**config.mk**
```make
export PLATFORM = sky130hd
export DESIGN_NAME = acr_bank
export DESIGN_NICKNAME = d
export VERILOG_FILES = /design/src/common/acr_pkg.sv /design/src/common/acr_setup_if.sv /design/src/rtl/acr_setup_decode.sv /design/src/rtl/acr_bank.sv
export VERILOG_INCLUDE_DIRS = /design/src /design/src/common
export SDC_FILE = /design/constraint.sdc
export NUM_CORES = 1
export LEC_CHECK = 0
export CAP_MARGIN = 10
export CORE_MARGIN = 5
export CORE_UTILIZATION = 56
export DETAILED_ROUTE_END_ITERATION = 12
export DONT_BUFFER_PORTS = 1
export PLACE_DENSITY = 0.71
export SYNTH_ARGS = -nofsm -noshare
export SYNTH_HDL_FRONTEND = slang
export SYNTH_HIERARCHICAL = 1
export SYNTH_SLANG_ARGS = --single-unit
export TNS_END_PERCENT = 100
```
**constraint.sdc**
```tcl
create_clock -name clk_i -period 4.72 [get_ports clk_i]
set_input_delay 0.472 -clock clk_i [delete_from_list [all_inputs] [get_ports clk_i]]
set_output_delay 0.472 -clock clk_i [all_outputs]
set_load 0.005 [all_outputs]
```
**src/common/acr_defines.svh**
```systemverilog
// Constants of the converter configuration and setup-pair registers
`ifndef ACR_DEFINES_SVH
`define ACR_DEFINES_SVH
`define ACR_CMD_WRITE_SETUP_PAIR 8'h05
`define ACR_CMD_READ_SETUP_PAIR  8'h0D
`define ACR_CMD_WRITE_CONFIG     8'h03
`define ACR_CMD_READ_CONFIG      8'h0B
`define ACR_CMD_SEL_MASK         8'h30
`define ACR_CMD_SEL_LSB          4
`define ACR_CMD_BASE_MASK        8'hCF
`define ACR_CFG_RESET            32'h00000000
`define ACR_PAIR_RESET           32'h00000000
`define ACR_BIT_DEPTH            31
`define ACR_BIT_SAVE             30
`define ACR_BIT_SYSRST           29
`define ACR_BIT_DONE             28
`define ACR_BIT_SHORT            27
`define ACR_BIT_GUARD            26
`define ACR_BIT_REFRNG           25
`define ACR_BIT_LAT_HI           24
`define ACR_BIT_LAT_LO           23
`define ACR_BIT_LSRC             22
`define ACR_BIT_CALSRC           20
`define ACR_BIT_RATE             19
`define ACR_CFG_WRITABLE         32'hFFD80000
`define ACR_CFG_DONE_MASK        32'h10000000
`define ACR_SU_CH_HI             15
`define ACR_SU_CH_LO             14
`define ACR_SU_LAT_HI            5
`define ACR_SU_LAT_LO            4
`define ACR_SU_PTR_HI            1
`define ACR_SU_PTR_LO            0
`define ACR_SU_DELAY             3
`define ACR_SU_RATE_HI           10
`define ACR_SU_RATE_LO           7
`define ACR_RATE_BASE_MHZ        4.9152
`define ACR_CLK_MHZ              100.0
`define ACR_DELAY_DEF            11'd1280
`define ACR_DELAY_SCALED         11'd1536
`endif

```
**src/common/acr_pkg.sv**
```systemverilog
// Types shared by the configuration register bank
package acr_pkg;
  typedef logic [31:0] acr_word_type;
  typedef logic [15:0] acr_setup_type;
  typedef logic [1:0]  acr_idx_type;
  typedef enum logic [1:0] {ACR_PWR_NORMAL, ACR_PWR_STANDBY, ACR_PWR_SLEEP} acr_pwr_type;
endpackage

```
**src/common/acr_setup_if.sv**
```systemverilog
// Active setup fields handed from the bank to the setup decoder
`timescale 1ns/10ps
`default_nettype none
interface acr_setup_if;
  acr_pkg::acr_setup_type setup;
  logic                   cal_source_select;
  logic                   rate_family_select;
  acr_pkg::acr_idx_type   channel;
  acr_pkg::acr_idx_type   cal_set;
  logic [1:0]             latch;
  logic [10:0]            delay_cycles;
  logic                   delay_enable;
  logic [3:0]             rate_code;
  modport bank (output setup, output cal_source_select, output rate_family_select,
                input channel, input cal_set, input latch, input delay_cycles,
                input delay_enable, input rate_code);
  modport dec  (input setup, input cal_source_select, input rate_family_select,
                output channel, output cal_set, output latch, output delay_cycles,
                output delay_enable, output rate_code);
endinterface
`default_nettype wire

```
**src/rtl/acr_setup_decode.sv**
```systemverilog
// Decoder of the setup chosen for conversion
`timescale 1ns/10ps
`default_nettype none
`include "acr_defines.svh"
module acr_setup_decode (
  acr_setup_if.dec su
);
  import acr_pkg::*;
  assign su.channel      = su.setup[`ACR_SU_CH_HI:`ACR_SU_CH_LO]; // RQ18
  // Pointer honoured only when the calibration source selects it
  assign su.cal_set      = su.cal_source_select ?
                           su.setup[`ACR_SU_PTR_HI:`ACR_SU_PTR_LO] :
                           su.setup[`ACR_SU_CH_HI:`ACR_SU_CH_LO]; // RQ4 RQ19
  assign su.latch        = su.setup[`ACR_SU_LAT_HI:`ACR_SU_LAT_LO];
  assign su.rate_code    = su.setup[`ACR_SU_RATE_HI:`ACR_SU_RATE_LO]; // RQ16
  assign su.delay_enable = su.setup[`ACR_SU_DELAY];
  assign su.delay_cycles = su.rate_family_select ? `ACR_DELAY_SCALED : `ACR_DELAY_DEF; // RQ5
endmodule
`default_nettype wire

```
**src/rtl/acr_bank.sv**
```systemverilog
// Configuration register and setup-pair register bank of the converter
// What this block does
// (RQ1) Latch-select clear: aux pins follow latch field of active setup.
// (RQ2) Latch-select set: aux pins load config bits 24:23 on command execution.
// (RQ3) Guard bit set: first aux pin carries common-mode, ignores latch select.
// (RQ4) Cal-source clear uses channel's registers; set uses setup pointer.
// (RQ5) Rate-family bit scales all word rates and filters by 5/6.
// (RQ6) Rates 7.5-3840 or 6.25-3200 Sps at 4.9152 MHz, scaling with clock.
// (RQ7) Depth bit: 0 standby keeps oscillator, 1 sleep stops it.
// (RQ8) Save bit: 0 normal, 1 enter chosen power-save mode.
// (RQ9) Writing 1 to system-reset bit starts internal reset; 0 is normal.
// (RQ10) Reset-done flag set after reset, cleared when configuration is read.
// (RQ11) Input-short bit disconnects and shorts all channel inputs.
// (RQ12) Controller sets reference-range bit by reference voltage magnitude.
// (RQ13) Four 32-bit setup-pair registers, first setup upper half.
// (RQ14) Controller always transfers both setups of a pair together.
// (RQ15) Command 05 writes one setup-pair register with 32-bit data.
// (RQ16) Setup holds channel, gain, rate, polarity, latch, delay, current, pointer.
// (RQ17) Setups are independent; a channel may appear in several.
// (RQ18) Channel field at 31:30 and 15:14, codes pick channels one-four.
// (RQ19) Pointer at 17:16 and 1:0 honoured only with cal-source set.
// (RQ20) Controller clears system-reset bit, then writes other bits separately.
// (RQ21) Controller writes zeros to unused configuration bits.
`timescale 1ns/10ps
`default_nettype none
`include "acr_defines.svh"
module acr_bank #(
  parameter int PAIRS = 4
) (
  input  wire logic                 clk_i,
  input  wire logic                 srst_i,
  input  wire logic                 cmd_valid_i,
  input  wire logic [7:0]           cmd_code_i,
  input  wire acr_pkg::acr_word_type cmd_data_i,
  input  wire logic [2:0]           active_setup_i,
  output logic                      rd_valid_o,
  output acr_pkg::acr_word_type     rd_data_o,
  output logic                      aux_out_first_o,
  output logic                      aux_out_second_o,
  output logic                      guard_active_o,
  output logic                      inputs_grounded_o,
  output logic                      ref_range_select_o,
  output acr_pkg::acr_pwr_type      power_mode_o,
  output logic                      logic_reset_o,
  output logic [1:0]                channel_o,
  output logic [1:0]                cal_set_o,
  output logic [3:0]                rate_code_o,
  output logic                      rate_family_select_o,
  output logic                      delay_enable_o,
  output logic [10:0]               delay_cycles_o
);
  import acr_pkg::*;

  acr_word_type cfg;
  acr_word_type pairs [PAIRS];
  logic         reset_done_flag;
  logic [1:0]   cfg_latch;
  acr_setup_if  su ();

  wire logic [7:0] base_cmd = cmd_code_i & `ACR_CMD_BASE_MASK;
  wire acr_idx_type sel_idx = acr_idx_type'((cmd_code_i & `ACR_CMD_SEL_MASK) >> `ACR_CMD_SEL_LSB);
  wire logic wr_cfg  = cmd_valid_i && (cmd_code_i == `ACR_CMD_WRITE_CONFIG);
  wire logic rd_cfg  = cmd_valid_i && (cmd_code_i == `ACR_CMD_READ_CONFIG);
  wire logic wr_pair = cmd_valid_i && (base_cmd == `ACR_CMD_WRITE_SETUP_PAIR);
  wire logic rd_pair = cmd_valid_i && (base_cmd == `ACR_CMD_READ_SETUP_PAIR);
  wire logic system_reset_bit = cfg[`ACR_BIT_SYSRST];

  // Upper half of a pair is the even-numbered (first) setup
  function automatic acr_setup_type pick_setup(input acr_word_type w, input logic lower);
    pick_setup = lower ? w[15:0] : w[31:16]; // RQ13
  endfunction

  assign su.setup = pick_setup(pairs[active_setup_i[2:1]], active_setup_i[0]); // RQ17
  assign su.cal_source_select  = cfg[`ACR_BIT_CALSRC];
  assign su.rate_family_select = cfg[`ACR_BIT_RATE];

  acr_setup_decode u_dec (
    .su (su)
  );

  // Configuration: while reset is held only the reset bit may change
  always_ff @(posedge clk_i) begin
    if (srst_i) begin
      cfg <= `ACR_CFG_RESET;
    end else if (wr_cfg) begin
      if (system_reset_bit || cmd_data_i[`ACR_BIT_SYSRST]) begin
        cfg <= `ACR_CFG_RESET; // RQ9 RQ20
        cfg[`ACR_BIT_SYSRST] <= cmd_data_i[`ACR_BIT_SYSRST];
      end else begin
        cfg <= cmd_data_i & `ACR_CFG_WRITABLE; // RQ21
      end
    end
  end

  // Setup pairs, cleared together with the internal logic
  always_ff @(posedge clk_i) begin
    if (srst_i || system_reset_bit) begin
      for (int i = 0; i < PAIRS; i++) begin
        pairs[i] <= `ACR_PAIR_RESET;
      end
    end else if (wr_pair) begin
      pairs[sel_idx] <= cmd_data_i; // RQ15 RQ14
    end
  end

  // Done flag: a new reset outranks a read in the same cycle
  always_ff @(posedge clk_i) begin
    if (srst_i) begin
      reset_done_flag <= 1'b1;
    end else if (system_reset_bit) begin
      reset_done_flag <= 1'b1; // RQ10
    end else if (rd_cfg) begin
      reset_done_flag <= 1'b0; // RQ10
    end
  end

  always_ff @(posedge clk_i) begin
    if (srst_i) begin
      logic_reset_o <= 1'b0;
    end else begin
      logic_reset_o <= system_reset_bit; // RQ9
    end
  end

  // Latch pins from configuration load only when a command executes;
  // a write that turns latch select on applies its own latch code at once
  always_ff @(posedge clk_i) begin
    if (srst_i || system_reset_bit) begin
      cfg_latch <= 2'b00;
    end else if (wr_cfg) begin
      if (cmd_data_i[`ACR_BIT_LSRC] && !cmd_data_i[`ACR_BIT_SYSRST]) begin
        cfg_latch <= cmd_data_i[`ACR_BIT_LAT_HI:`ACR_BIT_LAT_LO]; // RQ2
      end
    end else if (cmd_valid_i && cfg[`ACR_BIT_LSRC]) begin
      cfg_latch <= cfg[`ACR_BIT_LAT_HI:`ACR_BIT_LAT_LO]; // RQ2
    end
  end

  // Bit 0 of a latch code drives the second pin, bit 1 the first
  always_ff @(posedge clk_i) begin
    if (srst_i) begin
      aux_out_first_o  <= 1'b0;
      aux_out_second_o <= 1'b0;
      guard_active_o   <= 1'b0;
    end else begin
      guard_active_o <= cfg[`ACR_BIT_GUARD]; // RQ3
      if (cfg[`ACR_BIT_GUARD]) begin
        aux_out_first_o <= su.latch[1]; // RQ3
      end else if (cfg[`ACR_BIT_LSRC]) begin
        aux_out_first_o <= cfg_latch[1]; // RQ2
      end else begin
        aux_out_first_o <= su.latch[1]; // RQ1
      end
      aux_out_second_o <= cfg[`ACR_BIT_LSRC] ? cfg_latch[0] : su.latch[0]; // RQ1 RQ2
    end
  end

  always_ff @(posedge clk_i) begin
    if (srst_i) begin
      power_mode_o <= ACR_PWR_NORMAL;
    end else if (!cfg[`ACR_BIT_SAVE]) begin
      power_mode_o <= ACR_PWR_NORMAL; // RQ8
    end else if (cfg[`ACR_BIT_DEPTH]) begin
      power_mode_o <= ACR_PWR_SLEEP; // RQ7
    end else begin
      power_mode_o <= ACR_PWR_STANDBY; // RQ7
    end
  end

  always_ff @(posedge clk_i) begin
    if (srst_i) begin
      inputs_grounded_o    <= 1'b0;
      ref_range_select_o   <= 1'b0;
      channel_o            <= 2'b00;
      cal_set_o            <= 2'b00;
      rate_code_o          <= 4'h0;
      rate_family_select_o <= 1'b0;
      delay_enable_o       <= 1'b0;
      delay_cycles_o       <= `ACR_DELAY_DEF;
    end else begin
      inputs_grounded_o    <= cfg[`ACR_BIT_SHORT]; // RQ11
      ref_range_select_o   <= cfg[`ACR_BIT_REFRNG]; // RQ12
      channel_o            <= su.channel; // RQ18
      cal_set_o            <= su.cal_set; // RQ4 RQ19
      rate_code_o          <= su.rate_code; // RQ6
      rate_family_select_o <= cfg[`ACR_BIT_RATE]; // RQ5 RQ6
      delay_enable_o       <= su.delay_enable; // RQ16
      delay_cycles_o       <= su.delay_cycles;
    end
  end

  // Read answer one cycle after the command; done flag shows pre-read state
  always_ff @(posedge clk_i) begin
    if (srst_i) begin
      rd_valid_o <= 1'b0;
      rd_data_o  <= '0;
    end else begin
      rd_valid_o <= rd_cfg || rd_pair;
      if (rd_cfg) begin
        rd_data_o <= (cfg & ~`ACR_CFG_DONE_MASK) |
                     (reset_done_flag ? `ACR_CFG_DONE_MASK : 32'h00000000); // RQ10
      end else if (rd_pair) begin
        rd_data_o <= pairs[sel_idx]; // RQ13
      end
    end
  end

endmodule
`default_nettype wire

```
==> results of run 1 <==
[worst max-delay path, stage by stage]
cell and delay, ns:
sky130_fd_sc_hd__nor4b_1 0.64, sky130_fd_sc_hd__nand3_1 0.60, sky130_fd_sc_hd__nand2b_1 0.74, sky130_fd_sc_hd__a21oi_1 0.10
[registers in the layout, indices dropped and copies added, names as in the netlist, 2 cells and up]
| name | flops |
|---|---|
| rd_data_o | 32 |
| cfg_latch | 2 |
| rate_code_o | 4 |
| channel_o | 2 |
| pairs | 128 |
| delay_cycles_o | 11 |
| cfg | 11 |
| cal_set_o | 2 |
| power_mode_o | 2 |
[power breakdown]
part,internal (mW),switching [mW]
clock,0.899,0.647
combinational,0.104,0.0798
sequential,1.96,0.0303
[metal layers]
layer	up-vias	routed length, um	share of wire [%]
met3	27	2120	10
met1	2624	8060	40
li1	2337	-	-
met2	222	9850	48
met5	-	0	0
met4	0	308	1.5
[path summary, 6_finish.rpt]
path / endpoint / start / cells after the start / slack, ns
min: rd_data_o[11] / srst_i / 1 / 0.05
max: rd_data_o[8] / cmd_code_i[2] / 4 / 2.49
min reg2reg: reset_done_flag / reset_done_flag / 2 / 0.46
max reg2reg: pairs[0][30] / cfg[29] / 4 / 2.57
[cell type report]
cell class	count	area, sq um
Tap cell	216	270
Multi-Input combinational cell	399	3330
Fill cell	1199	6140
Clock inverter	7	63.8
Timing Repair Buffer	8	67.6
Sequential cell	204	5370
Clock buffer	31	573
Inverter	6	22.5
==> tab_implementation.tex, run 1 <==
\begin{tabular}{lr}
\hline
Metric & Value \\
\hline
\multicolumn{2}{l}{\textbf{Pwr}} \\
Static Leakage & 3.35 nW \\
Total power of the final layout & 3.72 mW \\
VDD IR-drop max & 0.000223 V \\
Areal power density over the cells & 384 nW/um\^{}2 \\
\multicolumn{2}{l}{\textbf{Synth}} \\
Warnings from Yosys & 6 \\
Mean cell area of the mapped netlist & 13.5 sq um \\
Syn Std Cell Area & 8990 sq um \\
Post-synthesis cell count & 668 \\
\multicolumn{2}{l}{\textbf{Clocking}} \\
Clock Latency Late Sink & 0.50 ns \\
Root Buffer Master & sky130\_fd\_sc\_hd\_\_clkbuf\_16 \\
Register clock-pin slew on the reported worst setup and hold paths & 0.06 ns \\
Number of buffers inserted during clock tree synthesis & 21 \\
\# clock sinks & 204 \\
CTS max path bufs & 3 \\
Count of buffers added by post-CTS timing repair for setup & 0 \\
Htree depth & 1 \\
Hold buffer count at cts & 0 \\
CTS resizes & 0 \\
TritonCTS clock tree & done \\
\multicolumn{2}{l}{\textbf{STA}} \\
Final total negative setup slack & 0 ns \\
Final max-slew violation count & 0 \\
Time the worst path needs with I/O delays and setup & 2.23 ns \\
Post-route clock skew & 0.0256 ns \\
Total count of hold-check failures in the final report & 0 \\
Portion of the clock cycle consumed by the worst path in the final layout & 47.3\% \\
Max-Slew Margin vs Limit & 21.4\% \\
Hold\_ws & 0.0536 ns \\
Setup-violating endpoint count in the final report & 0 \\
Worst-Margin Slew & 1.18 ns \\
RSZ-0062 raised after global routing & false \\
Peak clock frequency supported by timing & 0.448 GHz \\
Final worst-path setup slack & 2.49 ns \\
\multicolumn{2}{l}{\textbf{Global routing}} \\
Antenna violations before repair & 0 \\
Global Route met3 Usage & 7.24\% \\
Fraction of met2 tracks used by global routing & 35.0\% \\
Global-route congestion overflow total & 0 \\
GRT met1 Usage & 30.1\% \\
Maximum number of pins on one net before global-route repair & 58 \\
Via count of the first global-routing pass & 5232 \\
First-pass GRT wire length & 30.8 mm \\
Aggregate global-route resource usage & 22.0\% \\
Highest-utilization routing layer at the global route stage & met2 \\
\multicolumn{2}{l}{\textbf{Floorplan}} \\
Horizontal die dimension & 137 um \\
Starting density of the core & 56.8\% \\
Site Rows & 46 \\
Number of placed I/O pins & 108 \\
Die span in y & 137 um \\
Area of the die & 18700 sq um \\
Floorplan Core Area & 15800 sq um \\
\multicolumn{2}{l}{\textbf{Cells and area}} \\
Net count of the finished layout & 686 \\
Area of all placed cells without fillers & 9690 sq um \\
Fraction of final layout cells sized beyond drive strength 1 & 18.3\% \\
Core occupancy in the finished layout & 61.2\% \\
Ant diodes & 0 \\
Final cell count without fillers & 871 \\
Most common cell after layout, fill and taps aside & sky130\_fd\_sc\_hd\_\_edfxtp\_1 \\
Area overhead of the layout relative to synthesis & 7.75\% \\
Commonest non-fill, non-tap cells in the layout & sky130\_fd\_sc\_hd\_\_edfxtp\_1 (128), sky130\_fd\_sc\_hd\_\_and2\_1 (124), sky130\_fd\_sc\_hd\_\_dfxtp\_1 (76) \\
\multicolumn{2}{l}{\textbf{Detailed routing}} \\
Wire length reported by the detailed router & 20.3 mm \\
Remaining antenna violation count after routing & 0 \\
Vias per Instance & 5.98 \\
Number of DRC markers in iteration 0 & 382 \\
Mean routed wirelength per cell & 23.4 um \\
Number of iterations in the first detailed-routing pass & 5 \\
Detailed-route via count & 5210 \\
Remaining routing DRC violations & 0 \\
\multicolumn{2}{l}{\textbf{Placement}} \\
Placed wire-length estimate after detailed placement & 12.9 mm \\
Final weighted congestion of routability-driven global placement & 0.838 \\
\# port buffers & 0 \\
Area of placed instances & 9050 sq um \\
Setup slack after placement & 2.10 ns \\
Number of placed cells counting well taps & 833 \\
\multicolumn{2}{l}{\textbf{Worst setup path}} \\
Data required time at the worst endpoint & 5.05 ns \\
Critical path class & in -> reg \\
Crit path arrival time & 2.57 ns \\
Category of the worst setup path capture point & register \\
Maximum net fanout on the critical path & 14 \\
Startpoint type of the worst setup path & input port \\
\multicolumn{2}{l}{\textbf{Run status}} \\
Outcome & completed \\
\multicolumn{2}{l}{\textbf{Min path}} \\
Min-Delay Path Class & in -> reg \\
\multicolumn{2}{l}{\textbf{Job}} \\
Max-cap check violation count & 0 \\
\hline
\end{tabular}
(Power assumes the default switching activity.)
==> run 2: changes to the inputs <==
--- a/config.mk
+++ b/config.mk
@@ -6,6 +6,7 @@
 export SDC_FILE = /design/constraint.sdc
 export NUM_CORES = 1
 export LEC_CHECK = 0
+export ABC_AREA = 1
 export CAP_MARGIN = 10
 export CORE_MARGIN = 5
 export CORE_UTILIZATION = 56
==> constraint.sdc (replaced) <==
create_clock -name clk_i -period 2.3 [get_ports clk_i]
set_input_delay 0.23 -clock clk_i [delete_from_list [all_inputs] [get_ports clk_i]]
set_output_delay 0.23 -clock clk_i [all_outputs]
set_load 0.005 [all_outputs]
==> run 2 against run 1 <==
Compared with the run above:
- clock-buffer cell count rose by 1
- largest cell class unchanged
- sequential share of layout area fell by 3.6 points
- highest routed layer unchanged
- die area rose by 3.5%
- first-iteration DRC count rose by 97%
- clock power rose by 130%
- via count rose by 36%
- non-clock buffer count rose by 45
- final cell count rose by 43%
- register-to-register slack got worse by 1.8 ns
==> tab_implementation.tex, run 2 <==
\begin{tabular}{lr}
\hline
Metric & Value \\
\hline
\multicolumn{2}{l}{\textbf{Floorplan}} \\
Number of placed I/O pins & 108 (unchanged) \\
Area of the die & 19400 sq um (was 18700 sq um) \\
Site Rows & 47 (was 46) \\
Horizontal die dimension & 139 um (was 137 um) \\
Die span in y & 139 um (was 137 um) \\
Floorplan Core Area & 16500 sq um (was 15800 sq um) \\
Starting density of the core & 56.7\% (was 56.8\%) \\
\multicolumn{2}{l}{\textbf{Cells and area}} \\
Flip-flop count of the largest register, all copies and words added & 128 (unchanged) \\
Most common cell after layout, fill and taps aside & sky130\_fd\_sc\_hd\_\_nand2\_1 (was sky130\_fd\_sc\_hd\_\_edfxtp\_1) \\
Biggest register & pairs (unchanged) \\
Net count of the finished layout & 1058 (was 686) \\
Area overhead of the layout relative to synthesis & 10.9\% (was 7.75\%) \\
Registers with the most flip-flops & pairs x128, rd\_data\_o x32 (unchanged) \\
Fraction of final layout cells sized beyond drive strength 1 & 10.6\% (was 18.3\%) \\
Commonest non-fill, non-tap cells in the layout & sky130\_fd\_sc\_hd\_\_nand2\_1 (159), sky130\_fd\_sc\_hd\_\_edfxtp\_1 (128), sky130\_fd\_sc\_hd\_\_inv\_1 (108) (was sky130\_fd\_sc\_hd\_\_edfxtp\_1 (128), sky130\_fd\_sc\_hd\_\_and2\_1 (124), sky130\_fd\_sc\_hd\_\_dfxtp\_1 (76)) \\
Ant diodes & 0 (unchanged) \\
\multicolumn{2}{l}{\textbf{Pwr}} \\
Static Leakage & 4.00 nW (was 3.35 nW) \\
Areal power density over the cells & 777 nW/um\^{}2 (was 384 nW/um\^{}2) \\
Relative contribution of the clock network to total power & 43.4\% (was 41.5\%) \\
Switching portion of total power & 22.7\% (was 20.3\%) \\
Part of the total power dissipated in sequential elements & 50.1\% (was 53.5\%) \\
VDD IR-drop max & 0.000514 V (was 0.000223 V) \\
Internal power consumption & 6.22 mW (was 2.97 mW) \\
NetSw & 1.83 mW (was 0.757 mW) \\
Comb power frac & 6.5\% (was 4.9\%) \\
\multicolumn{2}{l}{\textbf{Worst setup path}} \\
Category of the worst setup path capture point & register (unchanged) \\
Data required time at the worst endpoint & 2.53 ns (was 5.05 ns) \\
Startpoint type of the worst setup path & register (was input port) \\
Maximum net fanout on the critical path & 40 (was 14) \\
Critical path class & reg -> reg (was in -> reg) \\
Crit path arrival time & 1.81 ns (was 2.57 ns) \\
Worst Reg-to-Reg Cells & 4 (unchanged) \\
\multicolumn{2}{l}{\textbf{Detailed routing}} \\
Remaining antenna violation count after routing & 0 (unchanged) \\
Vias per Instance & 5.69 (was 5.98) \\
Mean routed wirelength per cell & 19.2 um (was 23.4 um) \\
Number of DRC markers in iteration 0 & 754 (was 382) \\
Remaining routing DRC violations & 0 (unchanged) \\
Detailed-route via count & 7095 (was 5210) \\
Number of iterations in the first detailed-routing pass & 8 (was 5) \\
Wire length reported by the detailed router & 24.0 mm (was 20.3 mm) \\
\multicolumn{2}{l}{\textbf{Global routing}} \\
Global-route congestion overflow total & 0 (unchanged) \\
Aggregate global-route resource usage & 24.1\% (was 22.0\%) \\
Antenna violations before repair & 0 (unchanged) \\
First-pass GRT wire length & 37.5 mm (was 30.8 mm) \\
Maximum number of pins on one net before global-route repair & 56 (was 58) \\
Via count of the first global-routing pass & 6792 (was 5232) \\
\multicolumn{2}{l}{\textbf{STA}} \\
Hold\_ws & 0.00935 ns (was 0.0536 ns) \\
Time the worst path needs with I/O delays and setup & 1.58 ns \\
Final total negative setup slack & 0 ns (unchanged) \\
Setup-violating endpoint count in the final report & 0 (unchanged) \\
Worst-Margin Slew & 0.901 ns (was 1.18 ns) \\
Final worst-path setup slack & 0.721 ns (was 2.49 ns) \\
RSZ-0062 raised after global routing & false (unchanged) \\
Final max-slew violation count & 0 (unchanged) \\
Total count of hold-check failures in the final report & 0 (unchanged) \\
Max-Slew Margin vs Limit & 39.7\% (was 21.4\%) \\
Peak clock frequency supported by timing & 0.633 GHz \\
Post-route clock skew & 0.00988 ns (was 0.0256 ns) \\
Portion of the clock cycle consumed by the worst path in the final layout & 68.7\% \\
\multicolumn{2}{l}{\textbf{Synth}} \\
Mean cell area of the mapped netlist & 9.17 sq um (was 13.5 sq um) \\
Post-synthesis cell count & 1018 (was 668) \\
Warnings from Yosys & 6 (unchanged) \\
Syn Std Cell Area & 9340 sq um (was 8990 sq um) \\
\multicolumn{2}{l}{\textbf{Job}} \\
Max-cap check violation count & 0 (unchanged) \\
\multicolumn{2}{l}{\textbf{Clocking}} \\
Number of buffers inserted during clock tree synthesis & 22 (was 21) \\
Hold buffer count at cts & 24 (was 0) \\
CTS resizes & 0 (unchanged) \\
\# clock sinks & 204 (unchanged) \\
Root Buffer Master & sky130\_fd\_sc\_hd\_\_clkbuf\_16 (unchanged) \\
Count of buffers added by post-CTS timing repair for setup & 0 (unchanged) \\
TritonCTS clock tree & done (unchanged) \\
Register clock-pin slew on the reported worst setup and hold paths & 0.06 ns (about the same) \\
Htree depth & 1 (unchanged) \\
Clock Latency Late Sink & 0.50 ns (about the same) \\
CTS max path bufs & 3 (unchanged) \\
\multicolumn{2}{l}{\textbf{Run status}} \\
Outcome & completed (unchanged) \\
\multicolumn{2}{l}{\textbf{Placement}} \\
\# port buffers & 0 (unchanged) \\
Final weighted congestion of routability-driven global placement & 0.896 (was 0.838) \\
Setup slack after placement & 0.508 ns (was 2.10 ns) \\
Placed wire-length estimate after detailed placement & 15.3 mm (was 12.9 mm) \\
\multicolumn{2}{l}{\textbf{Min path}} \\
Number of cells traversed by the worst hold path & 3 (was 1) \\
Min-Delay Path Class & in -> reg (unchanged) \\
\hline
\end{tabular}
## run 2: cell type report
type,instances,area [sq um]
clock buffers,32,692
clock inverters,7,35.0
fillers,1353,6110
inverters,114,428
multi-input cells,617,3070
flip-flops and latches,204,5370
well taps,220,275
repair buffers,53,495
## run 2: path summary, 6_finish.rpt
path / slack, ns / from / endpoint
max: 0.72 / cfg[29] / pairs[2][6]
min: 0.009 / srst_i / rd_data_o[12]
max reg2reg: 0.72 / cfg[29] / pairs[2][6]
min reg2reg: 0.44 / cfg[25] / ref_range_select_o
## run 2: routing by layer
layer | up-vias | share of wire (%) | track usage [%]
met5 | - | 0 | 0
met1 | 3319 | 40 | 32.7
met3 | 47 | 10 | 5.10
met4 | 0 | 2.4 | 6.49
met2 | 352 | 47 | 39.6
li1 | 3377 | - | -
## run 2: power groups by stage
stage	sequential, mW	clock (mW)	combinational [mW]
5_1_grt	4.04	3.68	0.571
6_report	4.03	3.49	0.524
3_3_place_gp	4.11	0	0.468
2_1_floorplan	4.10	0	0.385
4_1_cts	4.03	3.52	0.517
3_5_place_dp	4.11	0	0.475
## run 2: critical path, cell delays in order (launching register included)
cell and delay [ns]:
sky130_fd_sc_hd__dfxtp_1 0.40, sky130_fd_sc_hd__nor2_2 0.10, sky130_fd_sc_hd__nand2_4 0.41, sky130_fd_sc_hd__buf_4 0.32
sky130_fd_sc_hd__nor3_1 0.07
## run 2: stage by stage
step	instances	cell area (sq um)	util, %	total power, mW
after global routing	1247	10400	62.9	8.30
after CTS	1247	10400	62.9	8.07
after detailed placement	1184	9390	57.0	4.59
after global placement	1184	9390	57.0	4.58
after floorplan	1025	9370	-	4.49
final	1247	10400	62.9	8.05
==> run 3: changes to the inputs <==
==> constraint.sdc (replaced) <==
create_clock -name clk_i -period 1.6 [get_ports clk_i]
set_input_delay 0.16 -clock clk_i [delete_from_list [all_inputs] [get_ports clk_i]]
set_output_delay 0.16 -clock clk_i [all_outputs]
set_load 0.005 [all_outputs]
==> run 3 against run 2 <==
Compared with the run above:
- the run now ends with hold timing left
- non-clock buffer count rose by 51
- final cell count rose by 3.9%
- utilization rose by 3.3 points
- routed wire length rose by 6.7%
- clock skew fell by 0.00098 ns
- sequential power rose by 44%
- die area did not move
- clock power rose by 38%
- critical path depth did not move
- global-route usage rose by 1.8 points
- register-to-register slack got worse by 0.65 ns
- power rose by 43%
- critical endpoint is now cfg[20]
- largest cell class unchanged
- highest routed layer is now met5
==> tab_implementation.tex, run 3 (synthesis gave the netlist of run 2 again) <==
\begin{tabular}{lr}
\hline
Metric & Value \\
\hline
\multicolumn{2}{l}{\textbf{Global routing}} \\
Via count of the first global-routing pass & 7030 (was 6792) \\
Global-route congestion overflow total & 0 (unchanged) \\
Maximum number of pins on one net before global-route repair & 56 (unchanged) \\
Aggregate global-route resource usage & 25.8\% (was 24.1\%) \\
First-pass GRT wire length & 39.6 mm (was 37.5 mm) \\
Antenna violations before repair & 2 (was 0) \\
\multicolumn{2}{l}{\textbf{STA}} \\
Final total negative setup slack & 0 ns (unchanged) \\
Portion of the clock cycle consumed by the worst path in the final layout & 95.7\% (was 68.7\%) \\
Time the worst path needs with I/O delays and setup & 1.53 ns (was 1.58 ns) \\
Peak clock frequency supported by timing & 0.653 GHz (was 0.633 GHz) \\
Setup-violating endpoint count in the final report & 0 (unchanged) \\
Final max-slew violation count & 0 (unchanged) \\
Post-route clock skew & 0.00890 ns (was 0.00988 ns) \\
RSZ-0062 raised after global routing & false (unchanged) \\
Total count of hold-check failures in the final report & 1 (was 0) \\
Hold\_ws & -0.00339 ns (was 0.00935 ns) \\
Final worst-path setup slack & 0.0689 ns (was 0.721 ns) \\
\multicolumn{2}{l}{\textbf{Placement}} \\
Placed wire-length estimate after detailed placement & 16.8 mm (was 15.3 mm) \\
Number of placed cells counting well taps & 1202 (was 1184) \\
\# port buffers & 0 (unchanged) \\
Area of placed instances & 9640 sq um (was 9390 sq um) \\
Final weighted congestion of routability-driven global placement & 0.873 (was 0.896) \\
Setup slack after placement & 0.0639 ns (was 0.508 ns) \\
\multicolumn{2}{l}{\textbf{Floorplan}} \\
Floorplan Core Area & 16500 sq um (unchanged) \\
Area of the die & 19400 sq um (unchanged) \\
Number of placed I/O pins & 108 (unchanged) \\
Starting density of the core & 56.7\% (unchanged) \\
Site Rows & 47 (unchanged) \\
Die span in y & 139 um (unchanged) \\
Horizontal die dimension & 139 um (unchanged) \\
\multicolumn{2}{l}{\textbf{Detailed routing}} \\
Remaining antenna violation count after routing & 0 (unchanged) \\
Number of DRC markers in iteration 0 & 659 (was 754) \\
Wire length reported by the detailed router & 25.6 mm (was 24.0 mm) \\
Number of iterations in the first detailed-routing pass & 5 (was 8) \\
Remaining routing DRC violations & 0 (unchanged) \\
Mean routed wirelength per cell & 19.7 um (was 19.2 um) \\
Vias per Instance & 5.66 (was 5.69) \\
Detailed-route via count & 7338 (was 7095) \\
\multicolumn{2}{l}{\textbf{Min path}} \\
Min-Delay Startpoint & cmd\_code\_i[3] (was srst\_i) \\
Min-Delay Path Class & in -> reg (unchanged) \\
Number of cells traversed by the worst hold path & 4 (was 3) \\
\multicolumn{2}{l}{\textbf{Cells and area}} \\
Fraction of final layout cells sized beyond drive strength 1 & 12.9\% (was 10.6\%) \\
Area overhead of the layout relative to synthesis & 16.8\% (was 10.9\%) \\
Final cell count without fillers & 1296 (was 1247) \\
Most common cell after layout, fill and taps aside & sky130\_fd\_sc\_hd\_\_nand2\_1 (unchanged) \\
Area of all placed cells without fillers & 10900 sq um (was 10400 sq um) \\
Net count of the finished layout & 1108 (was 1058) \\
Commonest non-fill, non-tap cells in the layout & sky130\_fd\_sc\_hd\_\_nand2\_1 (155), sky130\_fd\_sc\_hd\_\_edfxtp\_1 (128), sky130\_fd\_sc\_hd\_\_inv\_1 (106) (was sky130\_fd\_sc\_hd\_\_nand2\_1 (159), sky130\_fd\_sc\_hd\_\_edfxtp\_1 (128), sky130\_fd\_sc\_hd\_\_inv\_1 (108)) \\
Ant diodes & 0 (unchanged) \\
Registers with the most flip-flops & pairs x128, rd\_data\_o x32 (unchanged) \\
Biggest register & pairs (unchanged) \\
Flip-flop count of the largest register, all copies and words added & 128 (unchanged) \\
\multicolumn{2}{l}{\textbf{Run status}} \\
Outcome & finished, violations left (was completed) \\
Violated checks & hold timing \\
\multicolumn{2}{l}{\textbf{Clocking}} \\
Root Buffer Master & sky130\_fd\_sc\_hd\_\_clkbuf\_16 (unchanged) \\
Htree depth & 1 (unchanged) \\
TritonCTS clock tree & done (unchanged) \\
Register clock-pin slew on the reported worst setup and hold paths & 0.07 ns (was 0.06 ns) \\
\# clock sinks & 204 (unchanged) \\
Number of buffers inserted during clock tree synthesis & 21 (was 22) \\
CTS max path bufs & 3 (unchanged) \\
Clock Latency Late Sink & 0.49 ns (was 0.50 ns) \\
\multicolumn{2}{l}{\textbf{Worst setup path}} \\
Category of the worst setup path capture point & register (unchanged) \\
Worst Reg-to-Reg Cells & 4 (unchanged) \\
Data required time at the worst endpoint & 2.03 ns (was 2.53 ns) \\
Critical path class & reg -> reg (unchanged) \\
R2r startpoint & cfg[29] (unchanged) \\
Maximum net fanout on the critical path & 4 (was 40) \\
Startpoint type of the worst setup path & register (unchanged) \\
Timing startpoint of the critical path & cfg[29] (unchanged) \\
Crit path arrival time & 1.96 ns (was 1.81 ns) \\
\multicolumn{2}{l}{\textbf{Pwr}} \\
VDD IR-drop max & 0.000719 V (was 0.000514 V) \\
Comb power frac & 7.5\% (was 6.5\%) \\
Switching portion of total power & 22.8\% (was 22.7\%) \\
Static Leakage & 4.29 nW (was 4.00 nW) \\
NetSw & 2.62 mW (was 1.83 mW) \\
Areal power density over the cells & 1050 nW/um\^{}2 (was 777 nW/um\^{}2) \\
Relative contribution of the clock network to total power & 41.9\% (was 43.4\%) \\
Part of the total power dissipated in sequential elements & 50.6\% (was 50.1\%) \\
Internal power consumption & 8.87 mW (was 6.22 mW) \\
\multicolumn{2}{l}{\textbf{Job}} \\
Max-cap check violation count & 0 (unchanged) \\
\hline
\end{tabular}
-- run 3: cell count changes in the layout (fill, tap and decap cells not counted), moves of 2 or more --
cell,previous run,this run
sky130_fd_sc_hd__nand2_2,3,7
sky130_fd_sc_hd__buf_12,3,11
sky130_fd_sc_hd__inv_2,4,6
sky130_fd_sc_hd__dlygate4sd3_1,24,53
sky130_fd_sc_hd__buf_4,26,39
sky130_fd_sc_hd__clkinv_1,5,2
sky130_fd_sc_hd__inv_1,108,106
sky130_fd_sc_hd__clkbuf_8,4,7
sky130_fd_sc_hd__nand2_1,159,155
sky130_fd_sc_hd__clkbuf_1,3,1
sky130_fd_sc_hd__clkbuf_16,25,22
-- run 3: what timing repair did --
action	4_1_cts	5_1_grt
hold buffers	54	1
resized for setup	0	5
setup buffers	0	3
setup endpoints to repair	0	54
endpoints found under the hold margin	90	1
-- run 3: worst max-delay path, stage by stage, from the launching register on --
cell	delay (ns)
sky130_fd_sc_hd__dfxtp_1	0.36
sky130_fd_sc_hd__nor2_1	0.28
sky130_fd_sc_hd__nand3_1	0.12
sky130_fd_sc_hd__a21oi_1	0.13
sky130_fd_sc_hd__dlygate4sd3_1	0.57
-- run 3: metrics by stage --
| step | util, % | power, mW |
|---|---|---|
| 2_1_floorplan | - | 6.45 |
| 3_3_place_gp | 58.6 | 6.65 |
| 3_5_place_dp | 58.6 | 6.67 |
| 4_1_cts | 66.1 | 11.5 |
| 5_1_grt | 66.2 | 11.8 |
| 6_report | 66.2 | 11.5 |
-- run 3: area by class of cell --
type | instances | area (sq um)
Fill cell | 1282 | 5560
Sequential cell | 204 | 5370
Multi-Input combinational cell | 617 | 3090
Timing Repair Buffer | 104 | 1060
Clock buffer | 30 | 651
Inverter | 114 | 428
Tap cell | 220 | 275
Clock inverter | 7 | 42.5
-- run 3: power groups by stage --
stage | clock (mW) | combinational (mW) | sequential, mW
5_1_grt | 5.07 | 0.935 | 5.82
3_5_place_dp | 0 | 0.746 | 5.92
4_1_cts | 4.86 | 0.842 | 5.81
3_3_place_gp | 0 | 0.736 | 5.91
2_1_floorplan | 0 | 0.557 | 5.89
6_report | 4.82 | 0.865 | 5.81
-- run 3: final timing paths --
path / end / slack (ns)
worst max-delay path: cfg[20] / 0.07
worst min-delay path: rd_data_o[23] / -0.003
worst max register to register: cfg[20] / 0.07
worst min register to register: reset_done_flag / 0.45
-- run 3: per-layer routing --
| layer | track usage, % | up-vias | wire (um) |
|---|---|---|---|
| met3 | 5.55 | 66 | 2900 |
| met1 | 36.6 | 3380 | 10400 |
| li1 | - | 3488 | - |
| met4 | 9.47 | 4 | 835 |
| met5 | 0 | - | 26 |
| met2 | 39.5 | 400 | 11400 |
